**config.mk**
```make
export PLATFORM = sky130hd
export DESIGN_NAME = spm_pin_share
export DESIGN_NICKNAME = d
export VERILOG_FILES = /design/src/shared/spm_pkg.sv /design/src/rtl/spm_pin_share.sv
export SDC_FILE = /design/constraint.sdc
export NUM_CORES = 1
export LEC_CHECK = 0
export ABC_AREA = 1
export BUFFER_PORTS_ARGS = -buffer_cell sky130_fd_sc_hd__buf_2
export CAP_MARGIN = 0
export CORE_ASPECT_RATIO = 1.75
export CORE_MARGIN = 5
export CORE_UTILIZATION = 40
export CTS_CLUSTER_DIAMETER = 80
export DETAILED_ROUTE_END_ITERATION = 8
export GPL_ROUTABILITY_DRIVEN = 0
export HOLD_SLACK_MARGIN = 0.06
export PLACE_DENSITY = 0.74
export SLEW_MARGIN = 20
export SYNTH_ARGS = -nofsm -noshare
export SYNTH_HDL_FRONTEND = slang
export SYNTH_SLANG_ARGS = --single-unit
```
**constraint.sdc**
```tcl
create_clock -name clk_i -period 1 [get_ports clk_i]
set_input_delay 0.2 -clock clk_i [delete_from_list [all_inputs] [get_ports clk_i]]
set_output_delay 0.2 -clock clk_i [all_outputs]
set_load 0.1 [all_outputs]
```
**src/shared/spm_pkg.sv**
```systemverilog
// constants for the serial-port pin-sharing block
// assumes one system clock and an active-high asynchronous reset
package spm_pkg;
    // ------------------------------------------------------------
    // pin indices
    // ------------------------------------------------------------
    localparam int NUM_PINS     = 7;
    localparam int NUM_GPIO     = 3;
    localparam int PIN_SEL0     = 0; // first SPI select / port_f_bit_seven
    localparam int PIN_TX0      = 1; // async0_transmit_out / second_spi_clock
    localparam int PIN_RX0      = 2; // async0_receive_in / second_spi_master_out
    localparam int PIN_TX1      = 3; // async1_transmit_out / second_spi_master_in
    localparam int PIN_RX1      = 4; // async1_receive_in / second_spi_select
    localparam int PIN_TX2      = 5; // async2_transmit_out / port_c_bit_six
    localparam int PIN_RX2      = 6; // async2_receive_in / port_c_bit_seven
    // ------------------------------------------------------------
    // gpio bit indices
    // ------------------------------------------------------------
    localparam int GPIO_F7      = 0;
    localparam int GPIO_C6      = 1;
    localparam int GPIO_C7      = 2;
    // ------------------------------------------------------------
    // reset values: function bit 1 selects the alternate function
    // ------------------------------------------------------------
    localparam logic [6:0] FUNC_RST     = 7'h60;
    localparam logic [2:0] GPIO_DIR_RST = 3'h2;
    localparam logic       IDLE_SELECT  = 1'h1;
    localparam logic       IDLE_RX      = 1'h1;
    localparam logic       IDLE_CLK     = 1'h0;
    // ------------------------------------------------------------
    // timing
    // ------------------------------------------------------------
    localparam int CLK_PERIOD_PS   = 5000;
    localparam int PAD_LATENCY_CYC = 1;
endpackage

```
**src/rtl/spm_pin_share.sv**
```systemverilog
// pin-sharing mux for the serial-port pin group
// assumes pad buffers resolve oe/out/in outside; core signals synchronous to clk_i
`timescale 1ns/1ps
module spm_pin_share #(
    parameter int NP = spm_pkg::NUM_PINS,
    parameter int NG = spm_pkg::NUM_GPIO
) (
    input  wire logic          clk_i,
    input  wire logic          rst_i,
    input  wire logic [NP-1:0] pad_in_i,
    output logic      [NP-1:0] pad_out_o,
    output logic      [NP-1:0] pad_oe_o,
    input  wire logic          func_wr_i,
    input  wire logic [NP-1:0] func_wdata_i,
    output logic      [NP-1:0] func_sel_o,
    input  wire logic          dir_wr_i,
    input  wire logic [NG-1:0] dir_wdata_i,
    output logic      [NG-1:0] gpio_dir_o,
    input  wire logic [NG-1:0] gpio_out_i,
    output logic      [NG-1:0] gpio_in_o,
    input  wire logic          spi0_master_i,
    output logic               spi0_select_o,
    output logic               spi0_arb_o,
    input  wire logic          spi1_master_i,
    input  wire logic          spi1_clk_i,
    input  wire logic          spi1_mosi_i,
    input  wire logic          spi1_miso_i,
    output logic               spi1_clk_o,
    output logic               spi1_mosi_o,
    output logic               spi1_miso_o,
    output logic               spi1_select_o,
    input  wire logic          async0_tx_i,
    input  wire logic          async1_tx_i,
    input  wire logic          async2_tx_i,
    output logic               async0_rx_o,
    output logic               async1_rx_o,
    output logic               async2_rx_o
);
    // ------------------------------------------------------------
    // configuration state
    // ------------------------------------------------------------
    logic [NP-1:0] func_ff;
    logic [NG-1:0] dir_ff;
    logic [NP-1:0] nxt_func;
    logic [NG-1:0] nxt_dir;

    assign nxt_func = func_wr_i ? func_wdata_i : func_ff;
    assign nxt_dir  = dir_wr_i ? dir_wdata_i : dir_ff;

    always_ff @(posedge clk_i or posedge rst_i) begin
        if (rst_i) begin
            func_ff <= spm_pkg::FUNC_RST;
            dir_ff  <= spm_pkg::GPIO_DIR_RST;
        end else begin
            func_ff <= nxt_func;
            dir_ff  <= nxt_dir;
        end
    end

    // ------------------------------------------------------------
    // function decode
    // ------------------------------------------------------------
    wire logic alt_f7  = func_ff[spm_pkg::PIN_SEL0];
    wire logic alt_sp1 = func_ff[spm_pkg::PIN_TX0];
    wire logic alt_c6  = func_ff[spm_pkg::PIN_TX2];
    wire logic alt_c7  = func_ff[spm_pkg::PIN_RX2];
    wire logic sel1_in = pad_in_i[spm_pkg::PIN_RX1];
    // slave selected only while its select pin is low and the pin is in spi use
    wire logic sp1_selected = func_ff[spm_pkg::PIN_RX1] & ~sel1_in;

    // ------------------------------------------------------------
    // pad drive selection
    // ------------------------------------------------------------
    logic [NP-1:0] nxt_out;
    logic [NP-1:0] nxt_oe;

    // select pin never driven in spi use: input for both roles
    assign nxt_out[spm_pkg::PIN_SEL0] = gpio_out_i[spm_pkg::GPIO_F7];
    assign nxt_oe[spm_pkg::PIN_SEL0]  = alt_f7 & dir_ff[spm_pkg::GPIO_F7];

    assign nxt_out[spm_pkg::PIN_TX0] = alt_sp1 ? spi1_clk_i : async0_tx_i;
    assign nxt_oe[spm_pkg::PIN_TX0]  = ~alt_sp1 | spi1_master_i;

    // clock and data share one register stage, so the lead of data is kept
    assign nxt_out[spm_pkg::PIN_RX0] = spi1_mosi_i;
    assign nxt_oe[spm_pkg::PIN_RX0]  = func_ff[spm_pkg::PIN_RX0] & spi1_master_i;

    assign nxt_out[spm_pkg::PIN_TX1] = func_ff[spm_pkg::PIN_TX1] ? spi1_miso_i : async1_tx_i;
    assign nxt_oe[spm_pkg::PIN_TX1]  = func_ff[spm_pkg::PIN_TX1]
                                     ? (~spi1_master_i & sp1_selected)
                                     : 1'h1;

    assign nxt_out[spm_pkg::PIN_RX1] = 1'h0;
    assign nxt_oe[spm_pkg::PIN_RX1]  = 1'h0;

    assign nxt_out[spm_pkg::PIN_TX2] = alt_c6 ? gpio_out_i[spm_pkg::GPIO_C6] : async2_tx_i;
    assign nxt_oe[spm_pkg::PIN_TX2]  = alt_c6 ? dir_ff[spm_pkg::GPIO_C6] : 1'h1;

    assign nxt_out[spm_pkg::PIN_RX2] = gpio_out_i[spm_pkg::GPIO_C7];
    assign nxt_oe[spm_pkg::PIN_RX2]  = alt_c7 & dir_ff[spm_pkg::GPIO_C7];

    // ------------------------------------------------------------
    // inputs toward the cores; idle values when a pin is taken away, but the gpio inputs always follow their pins
    // ------------------------------------------------------------
    wire logic pin0 = pad_in_i[spm_pkg::PIN_SEL0];
    wire logic nxt_spi0_sel = alt_f7 ? spm_pkg::IDLE_SELECT : pin0;
    // select pin only means arbitration while master
    wire logic nxt_spi0_arb = ~alt_f7 & spi0_master_i & ~pin0;
    wire logic nxt_sp1_clk  = (alt_sp1 & ~spi1_master_i)
                            ? pad_in_i[spm_pkg::PIN_TX0] : spm_pkg::IDLE_CLK;
    wire logic nxt_sp1_mosi = func_ff[spm_pkg::PIN_RX0] & ~spi1_master_i
                            & pad_in_i[spm_pkg::PIN_RX0];
    wire logic nxt_sp1_miso = func_ff[spm_pkg::PIN_TX1] & spi1_master_i
                            & pad_in_i[spm_pkg::PIN_TX1];
    wire logic nxt_sp1_sel  = func_ff[spm_pkg::PIN_RX1] ? sel1_in : spm_pkg::IDLE_SELECT;
    wire logic nxt_rx0 = func_ff[spm_pkg::PIN_RX0] ? spm_pkg::IDLE_RX : pad_in_i[spm_pkg::PIN_RX0];
    wire logic nxt_rx1 = func_ff[spm_pkg::PIN_RX1] ? spm_pkg::IDLE_RX : sel1_in;
    wire logic nxt_rx2 = alt_c7 ? spm_pkg::IDLE_RX : pad_in_i[spm_pkg::PIN_RX2];
    wire logic [NG-1:0] nxt_gpio_in = {pad_in_i[spm_pkg::PIN_RX2],
                                       pad_in_i[spm_pkg::PIN_TX2],
                                       pin0};

    // ------------------------------------------------------------
    // output registers
    // ------------------------------------------------------------
    always_ff @(posedge clk_i or posedge rst_i) begin
        if (rst_i) begin
            pad_out_o <= '0;
            pad_oe_o  <= '0;
        end else begin
            pad_out_o <= nxt_out;
            pad_oe_o  <= nxt_oe;
        end
    end

    always_ff @(posedge clk_i or posedge rst_i) begin
        if (rst_i) begin
            spi0_select_o <= spm_pkg::IDLE_SELECT;
            spi0_arb_o    <= 1'h0;
            spi1_clk_o    <= spm_pkg::IDLE_CLK;
            spi1_mosi_o   <= 1'h0;
            spi1_miso_o   <= 1'h0;
            spi1_select_o <= spm_pkg::IDLE_SELECT;
        end else begin
            spi0_select_o <= nxt_spi0_sel;
            spi0_arb_o    <= nxt_spi0_arb;
            spi1_clk_o    <= nxt_sp1_clk;
            spi1_mosi_o   <= nxt_sp1_mosi;
            spi1_miso_o   <= nxt_sp1_miso;
            spi1_select_o <= nxt_sp1_sel;
        end
    end

    always_ff @(posedge clk_i or posedge rst_i) begin
        if (rst_i) begin
            async0_rx_o <= spm_pkg::IDLE_RX;
            async1_rx_o <= spm_pkg::IDLE_RX;
            async2_rx_o <= spm_pkg::IDLE_RX;
            gpio_in_o   <= '0;
        end else begin
            async0_rx_o <= nxt_rx0;
            async1_rx_o <= nxt_rx1;
            async2_rx_o <= nxt_rx2;
            gpio_in_o   <= nxt_gpio_in;
        end
    end

    assign func_sel_o = func_ff;
    assign gpio_dir_o = dir_ff;
endmodule

```
==> tab_implementation.tex, run 1 <==
\begin{tabular}{lr}
\hline
Metric & Value \\
\hline
\multicolumn{2}{l}{\textbf{CTS}} \\
\quad Clock root buffer & sky130\_fd\_sc\_hd\_\_clkbuf\_8 \\
\quad Worst-path clk slew & 0.06 ns \\
\quad Number of H-tree levels & 2 \\
\quad TritonCTS clock tree & yes \\
\quad CTS sink count & 34 \\
\quad Deepest clock path buffer count & 2 \\
\quad Total clock buffers created by CTS & 5 \\
\quad Worst-Skew Late Latency & 0.28 ns \\
\multicolumn{2}{l}{\textbf{Routing}} \\
\quad Wire per inst & 15.8 um \\
\quad First drt pass iteration count & 4 \\
\quad Number of design-rule violations left by the first detailed-router iteration & 9 \\
\quad Wirelength, routed & 3.41 mm \\
\quad Via density & 4.43 \\
\quad Count of vias placed by the detailed router & 957 \\
\quad Post-route DRC violation count & 0 \\
\quad Count of nets left with antenna violations after detail routing & 0 \\
\multicolumn{2}{l}{\textbf{Power}} \\
\quad Power density over the cells & 1850 mW/mm\^{}2 \\
\quad Peak supply drop & 1.50 mV \\
\quad Leakage & 1.15 nW \\
\quad Post-layout power & 4.33 mW \\
\multicolumn{2}{l}{\textbf{Yosys}} \\
\quad Post-synth EDFFs & 0 \\
\quad Biggest area consumer among synthesized cells & sky130\_fd\_sc\_hd\_\_dfrtp\_1 \\
\quad Most frequent cells after synthesis & 29 x sky130\_fd\_sc\_hd\_\_nand2\_1, 26 x sky130\_fd\_sc\_hd\_\_dfrtp\_1, 17 x sky130\_fd\_sc\_hd\_\_inv\_1 \\
\quad Predominant post-synthesis flop cell & sky130\_fd\_sc\_hd\_\_dfrtp\_1 \\
\quad Number of instances in the synthesized netlist & 102 \\
\quad Post-Synthesis Cell Area & 0.00117 sq mm \\
\quad Post-synth ARST share & 100\% \\
\quad Library cell with the highest instance count after synthesis & sky130\_fd\_sc\_hd\_\_nand2\_1 \\
\quad Total number of yosys warnings & 0 \\
\quad Avg Inst Size Synth & 11.4 sq um \\
\quad Netlist cell types & 13 \\
\quad Post-synthesis sequential element count & 34 \\
\quad Cell types occupying the most area after synthesis & sky130\_fd\_sc\_hd\_\_dfrtp\_1 56\%, sky130\_fd\_sc\_hd\_\_dfstp\_2 18\%, sky130\_fd\_sc\_hd\_\_nand2\_1 9.3\% \\
\quad Share of the synthesized area in the top cell type & 55.8\% \\
\quad Sequential element share of the synthesized area & 73.8\% \\
\multicolumn{2}{l}{\textbf{Floorplan}} \\
\quad Vertical die dimension & 81.4 um \\
\quad Number of rows created at floorplan & 26 \\
\quad Starting Density & 40.7\% \\
\quad Horizontal extent of the die & 50.8 um \\
\quad Top-level I/O count & 68 \\
\quad Area enclosed by the die boundary & 0.00414 sq mm \\
\quad Core area & 0.00286 sq mm \\
\multicolumn{2}{l}{\textbf{Global routing}} \\
\quad Number of global-route vias before repair & 1065 \\
\quad Number of antenna violations at the first check in global routing & 0 \\
\quad First-pass GRT wire length & 5.20 mm \\
\quad Maximum number of pins on one net before global-route repair & 35 \\
\quad Overall global routing resource usage & 17.7\% \\
\quad Leftover overflow at the end of global routing & 0 \\
\multicolumn{2}{l}{\textbf{Worst hold path}} \\
\quad Worst min-delay path category & in2reg \\
\multicolumn{2}{l}{\textbf{STA}} \\
\quad Max Fclk & 777 MHz \\
\quad Count of final max-slew check failures & 0 \\
\quad Final hold vios & 0 \\
\quad Worst hold slack across all endpoints & 0.0768 ns \\
\quad Final count of negative-setup-slack endpoints & 34 \\
\quad Setup TNS & -4.02 ns \\
\quad Post-route clock period utilization & 129\% \\
\quad Post-route clock skew & 0.00519 ns \\
\quad Time the worst path needs with I/O delays and setup & 1.29 ns \\
\quad Min setup slack post-route & -0.287 ns \\
\quad Unrepaired setup endpoints after global routing & true \\
\multicolumn{2}{l}{\textbf{Finish}} \\
\quad Layout cells sized above 1 & 67.0\% \\
\quad Count of filler cells inserted in the layout & 142 \\
\quad Post-layout instance count excluding filler cells & 216 \\
\quad Nets & 219 \\
\quad Final standard cell area without fillers & 0.00234 sq mm \\
\quad Area Growth Syn to Fin & 101\% \\
\quad Core Util, Final & 81.9\% \\
\quad Antenna Cells & 0 \\
\multicolumn{2}{l}{\textbf{Critical path}} \\
\quad Type of destination of the critical path & primary output \\
\quad Maximum fanout count along the critical path & 2 \\
\quad CP cell instances & buf\_12 \\
\quad Arr. time, crit path & 1.09 ns \\
\quad Data required time of the worst path & 0.80 ns \\
\quad Slowest CP cell & sky130\_fd\_sc\_hd\_\_dfstp\_4 \\
\quad Buf/Inv on CP & 1 \\
\quad Critical path startpoint category & flip-flop \\
\quad Worst path top cell family by delay & flip-flops \\
\quad Critical path's largest stage delay & 0.64 ns \\
\quad Type of the setup path with the least slack & reg2out \\
\multicolumn{2}{l}{\textbf{Placed design}} \\
\quad Total placed cells including tap cells & 196 \\
\quad Dpl hpwl & 2.54 mm \\
\quad Post-Place Worst Slack & 0.00445 ns \\
\quad Placed Area & 0.00212 sq mm \\
\quad \# port buffers & 65 \\
\multicolumn{2}{l}{\textbf{Outcome}} \\
\quad Violations in the final reports & negative setup slack \\
\quad Run status & finished with violations \\
\multicolumn{2}{l}{\textbf{Flow run}} \\
\quad Max-cap violations & 0 \\
\hline
\end{tabular}
[worst paths after layout]
| path | to | cells after the start | slack, ns | from |
|---|---|---|---|---|
| worst max-delay path | gpio_dir_o[1] | 1 | -0.29 | gpio_dir_o[1]$_DFFE_PP1P_ |
| worst min-delay path | gpio_in_o[0]$_DFF_PP0_ | 1 | 0.08 | pad_in_i[0] |
| worst max register to register | async2_rx_o$_DFF_PP1_ | 2 | 0.02 | func_sel_o[6]$_DFFE_PP1P_ |
| worst min register to register | pad_oe_o[6]$_DFF_PP0_ | 2 | 0.53 | gpio_dir_o[2]$_DFFE_PP0P_ |
| max in group asynchronous | spi1_select_o$_DFF_PP1_ | 4 | 0.18 | rst_i |
| min in group asynchronous | spi0_arb_o$_DFF_PP0_ | 4 | 0.57 | rst_i |
[state kept, by name, indices dropped and copies added (netlist names)]
name / count
pad_oe_o: 6
spi0_select_o: 1
gpio_dir_o: 3
spi1_select_o: 1
spi1_miso_o: 1
async1_rx_o: 1
async2_rx_o: 1
pad_out_o: 6
func_sel_o: 7
async0_rx_o: 1
spi0_arb_o: 1
spi1_mosi_o: 1
gpio_in_o: 3
spi1_clk_o: 1
[area by class of cell]
cell class	instances	area (sq um)	share of cell area, %
clock buffers	8	110	4.70
inverters	17	63.8	2.72
multi-input cells	49	228	9.71
flip-flops and latches	34	928	39.6
well taps	28	35.0	1.49
repair buffers	80	980	41.8
[cell usage in the layout (no fill, tap or decap), drive strengths merged]
master and instances:
or2 3, nand2 29, dfrtp 26, clkbuf 8
dfstp 8, inv 17, dlygate4sd3 6, buf 74
conb 2, and3 1, nor2 3, o21ai 10
nand3 1
[layer usage]
layer	wire (um)	track usage [%]	up-vias	part of all wire, %
met2	2130	35.2	42	63
met5	0	0	-	0
li1	-	-	468	-
met3	210	4.17	5	6.2
met4	55	8.44	0	1.6
met1	1010	15.8	442	30
[where the power goes]
group	internal [mW]	switching, mW
sequential	1.53	0.104
combinational	0.547	1.01
clock	0.694	0.440
[timing repair]
item | in CTS | in global routing
hold buffers | 6 | 0
setup endpoints to repair | 34 | 36
buffers inserted | 6 | 0
hold endpoints to repair | 31 | 0
gates resized for setup | 0 | 2
[logic make-up after synthesis]
family / count (synthesis) / synth area share [%]
AND/OR/NAND/NOR: 37 / 12.9
AO/OA/AOI/OAI: 10 / 5.26
flip-flops: 34 / 73.8
buffers and inverters: 20 / 7.72
other: 1 / 0.322
(Power assumes the default switching activity.)
==> inputs of run 2 (changes only) <==
Settings changed: HOLD_SLACK_MARGIN 0.06 to not set.
Clock period 1 ns to 1.6 ns, I/O delays scaled along.
==> run 2 against run 1 <==
The flow now finishes without violations. Via count shrank 7.3%. Flip-flop and latch count is the same. Register-to-register slack improved by 0.74 ns. Worst setup slack better by 0.34 ns. Core utilization down 25 points. Clock skew shrank 0.0019 ns. First-iteration DRC count down 89%. Hold slack worse by 0.023 ns. Clock power down 46%. Final area fell by 31%. Critical path depth did not move. Count of clock-buffer cells in the layout shrank 1. Critical path type unchanged.
==> tab_implementation.tex, run 2 (synthesis gave the netlist of run 1 again) <==
\begin{tabular}{lr}
\hline
Metric & Value \\
\hline
\multicolumn{2}{l}{\textbf{Critical path}} \\
\quad Worst path top cell family by delay & flip-flops \\
\quad Worst reg2reg endpoint & func\_sel\_o[5]\$\_DFFE\_PP1P\_ \\
\quad CP cell instances & buf\_2 \\
\quad Arr. time, crit path & 1.22 ns \\
\quad Path depth of the worst reg2reg path & 2 \\
\quad Type of the setup path with the least slack & reg2out \\
\quad Critical path's largest stage delay & 0.53 ns \\
\quad Slowest CP cell & sky130\_fd\_sc\_hd\_\_dfstp\_2 \\
\quad R2r startpoint & func\_sel\_o[5]\$\_DFFE\_PP1P\_ \\
\quad Setup slack of the worst register-to-register path & 0.76 ns \\
\quad Critical path startpoint category & flip-flop \\
\quad Buf/Inv on CP & 1 \\
\quad Type of destination of the critical path & primary output \\
\quad Data required time of the worst path & 1.28 ns \\
\quad Beginning of the critical path & gpio\_dir\_o[1]\$\_DFFE\_PP1P\_ \\
\quad Maximum fanout count along the critical path & 2 \\
\multicolumn{2}{l}{\textbf{CTS}} \\
\quad Worst-path clk slew & 0.06 ns \\
\quad CTS sink count & 34 \\
\quad Number of H-tree levels & 2 \\
\quad Deepest clock path buffer count & 2 \\
\quad Quantity of hold-fixing buffers added after cts & 0 \\
\quad Clock root buffer & sky130\_fd\_sc\_hd\_\_clkbuf\_8 \\
\quad Total clock buffers created by CTS & 5 \\
\quad TritonCTS clock tree & yes \\
\quad Worst-Skew Late Latency & 0.27 ns \\
\quad Number of buffers inserted by post-CTS setup repair & 0 \\
\multicolumn{2}{l}{\textbf{Routing}} \\
\quad Count of vias placed by the detailed router & 887 \\
\quad Wirelength, routed & 2.45 mm \\
\quad Wire per inst & 12.1 um \\
\quad Number of design-rule violations left by the first detailed-router iteration & 1 \\
\quad Post-route DRC violation count & 0 \\
\quad Via density & 4.37 \\
\quad First drt pass iteration count & 2 \\
\quad Count of nets left with antenna violations after detail routing & 0 \\
\multicolumn{2}{l}{\textbf{Global routing}} \\
\quad Maximum number of pins on one net before global-route repair & 22 \\
\quad Number of antenna violations at the first check in global routing & 0 \\
\quad Overall global routing resource usage & 13.0\% \\
\quad Leftover overflow at the end of global routing & 0 \\
\quad Met3 Use GR & 5.63\% \\
\quad Met2 track utilization from global routing & 22.6\% \\
\quad First-pass GRT wire length & 3.98 mm \\
\quad GR Layer Usage met1 & 13.4\% \\
\quad Most used routing layer in global routing & met2 \\
\quad Number of global-route vias before repair & 918 \\
\multicolumn{2}{l}{\textbf{Power}} \\
\quad Switching Share & 39.3\% \\
\quad Internal cell power & 1.39 mW \\
\quad Share of power burned in registers & 42.3\% \\
\quad Power density over the cells & 1400 mW/mm\^{}2 \\
\quad Leakage & 0.929 nW \\
\quad Post-layout power & 2.29 mW \\
\quad Peak supply drop & 0.774 mV \\
\quad Gate power share & 30.9\% \\
\quad Clock network fraction of design power & 26.8\% \\
\quad Switching Power & 897 uW \\
\multicolumn{2}{l}{\textbf{Finish}} \\
\quad Nets & 206 \\
\quad Area taken by multi-input logic gates & 219 sq um \\
\quad Area Growth Syn to Fin & 39.6\% \\
\quad Commonest cells after routing, fill and taps aside & 63 x sky130\_fd\_sc\_hd\_\_buf\_2, 29 x sky130\_fd\_sc\_hd\_\_nand2\_1, 26 x sky130\_fd\_sc\_hd\_\_dfrtp\_1 \\
\quad Most frequent standard cell in the layout excluding fill and tap cells & sky130\_fd\_sc\_hd\_\_buf\_2 \\
\quad Count of filler cells inserted in the layout & 270 \\
\quad Layout cells sized above 1 & 50.3\% \\
\quad Post-layout instance count excluding filler cells & 203 \\
\quad Max FFs per register & 7 \\
\quad Final standard cell area without fillers & 0.00163 sq mm \\
\quad Register Area & 861 sq um \\
\quad Antenna Cells & 0 \\
\quad Core Util, Final & 56.9\% \\
\multicolumn{2}{l}{\textbf{STA}} \\
\quad Unrepaired setup endpoints after global routing & false \\
\quad Max Fclk & 647 MHz \\
\quad Final count of negative-setup-slack endpoints & 0 \\
\quad Min setup slack post-route & 0.0554 ns \\
\quad Final hold vios & 0 \\
\quad Setup TNS & 0 ns \\
\quad Post-route clock skew & 0.00329 ns \\
\quad Time the worst path needs with I/O delays and setup & 1.54 ns \\
\quad Worst hold slack across all endpoints & 0.0542 ns \\
\quad Post-route clock period utilization & 96.5\% \\
\quad Count of final max-slew check failures & 0 \\
\multicolumn{2}{l}{\textbf{Floorplan}} \\
\quad Number of rows created at floorplan & 26 \\
\quad Top-level I/O count & 68 \\
\quad Starting Density & 40.7\% \\
\quad Vertical die dimension & 81.4 um \\
\quad Core area & 0.00286 sq mm \\
\quad Horizontal extent of the die & 50.8 um \\
\quad Area enclosed by the die boundary & 0.00414 sq mm \\
\multicolumn{2}{l}{\textbf{Placed design}} \\
\quad Dpl hpwl & 2.00 mm \\
\quad Post-Place Worst Slack & 0.322 ns \\
\quad \# port buffers & 65 \\
\quad Total placed cells including tap cells & 195 \\
\quad Placed Area & 0.00153 sq mm \\
\multicolumn{2}{l}{\textbf{Worst hold path}} \\
\quad Worst min-delay path category & in2async \\
\multicolumn{2}{l}{\textbf{Outcome}} \\
\quad Run status & completed \\
\multicolumn{2}{l}{\textbf{Flow run}} \\
\quad Max-cap violations & 0 \\
\hline
\end{tabular}
## run 2: cell count changes in the layout (fill, tap and decap cells not counted), moves of 5 or more
cell	delta
sky130_fd_sc_hd__buf_12	-34
sky130_fd_sc_hd__buf_2	+32
sky130_fd_sc_hd__buf_4	-5
sky130_fd_sc_hd__dfrtp_1	+26
sky130_fd_sc_hd__dfrtp_2	-24
sky130_fd_sc_hd__dfstp_2	+8
sky130_fd_sc_hd__dfstp_4	-8
sky130_fd_sc_hd__dlygate4sd3_1	-6
## run 2: area by class of cell
type	count	share of cell area (%)
flip-flops and latches	34	52.9
repair buffers	67	22.0
multi-input cells	49	13.5
clock buffers	7	5.30
inverters	17	3.92
well taps	28	2.15
clock inverters	1	0.307
## run 2: worst max-delay path by stage
| stage | to | slack, ns | cells after the start |
|---|---|---|---|
| 2_1_floorplan | pad_out_o[3]$_DFF_PP0_ | 0.26 | 3 |
| 3_3_place_gp | func_sel_o[6] | 0.34 | 1 |
| 3_5_place_dp | func_sel_o[6] | 0.32 | 1 |
| 4_1_cts | func_sel_o[6] | 0.02 | 1 |
| 5_1_grt | gpio_dir_o[1] | 0.02 | 1 |
| 6_report | gpio_dir_o[1] | 0.06 | 1 |
## run 2: power groups by stage
stage,Clock [mW],Sequential (mW),Combinational (mW)
3_3_place_gp,0,0.979,0.704
2_1_floorplan,0,1.46,0.0948
6_report,0.613,0.967,0.706
4_1_cts,0.642,0.968,0.712
3_5_place_dp,0,0.983,0.711
5_1_grt,0.677,0.976,0.736
## run 2: timing repair
item                       CTS  global route
setup endpoints to repair    0             1
gates resized for setup      0             1
hold endpoints to repair     0             0
## run 2: worst min-delay path, stage by stage
cell,delay (ns)
sky130_fd_sc_hd__buf_2,0.09
sky130_fd_sc_hd__inv_1,0.06
sky130_fd_sc_hd__buf_4,0.21
## run 2: routing by layer
layer | vias up | wire length, um
met2 | 37 | 1390
met3 | 5 | 231
met5 | - | 0
met4 | 0 | 44
met1 | 403 | 785
li1 | 442 | -
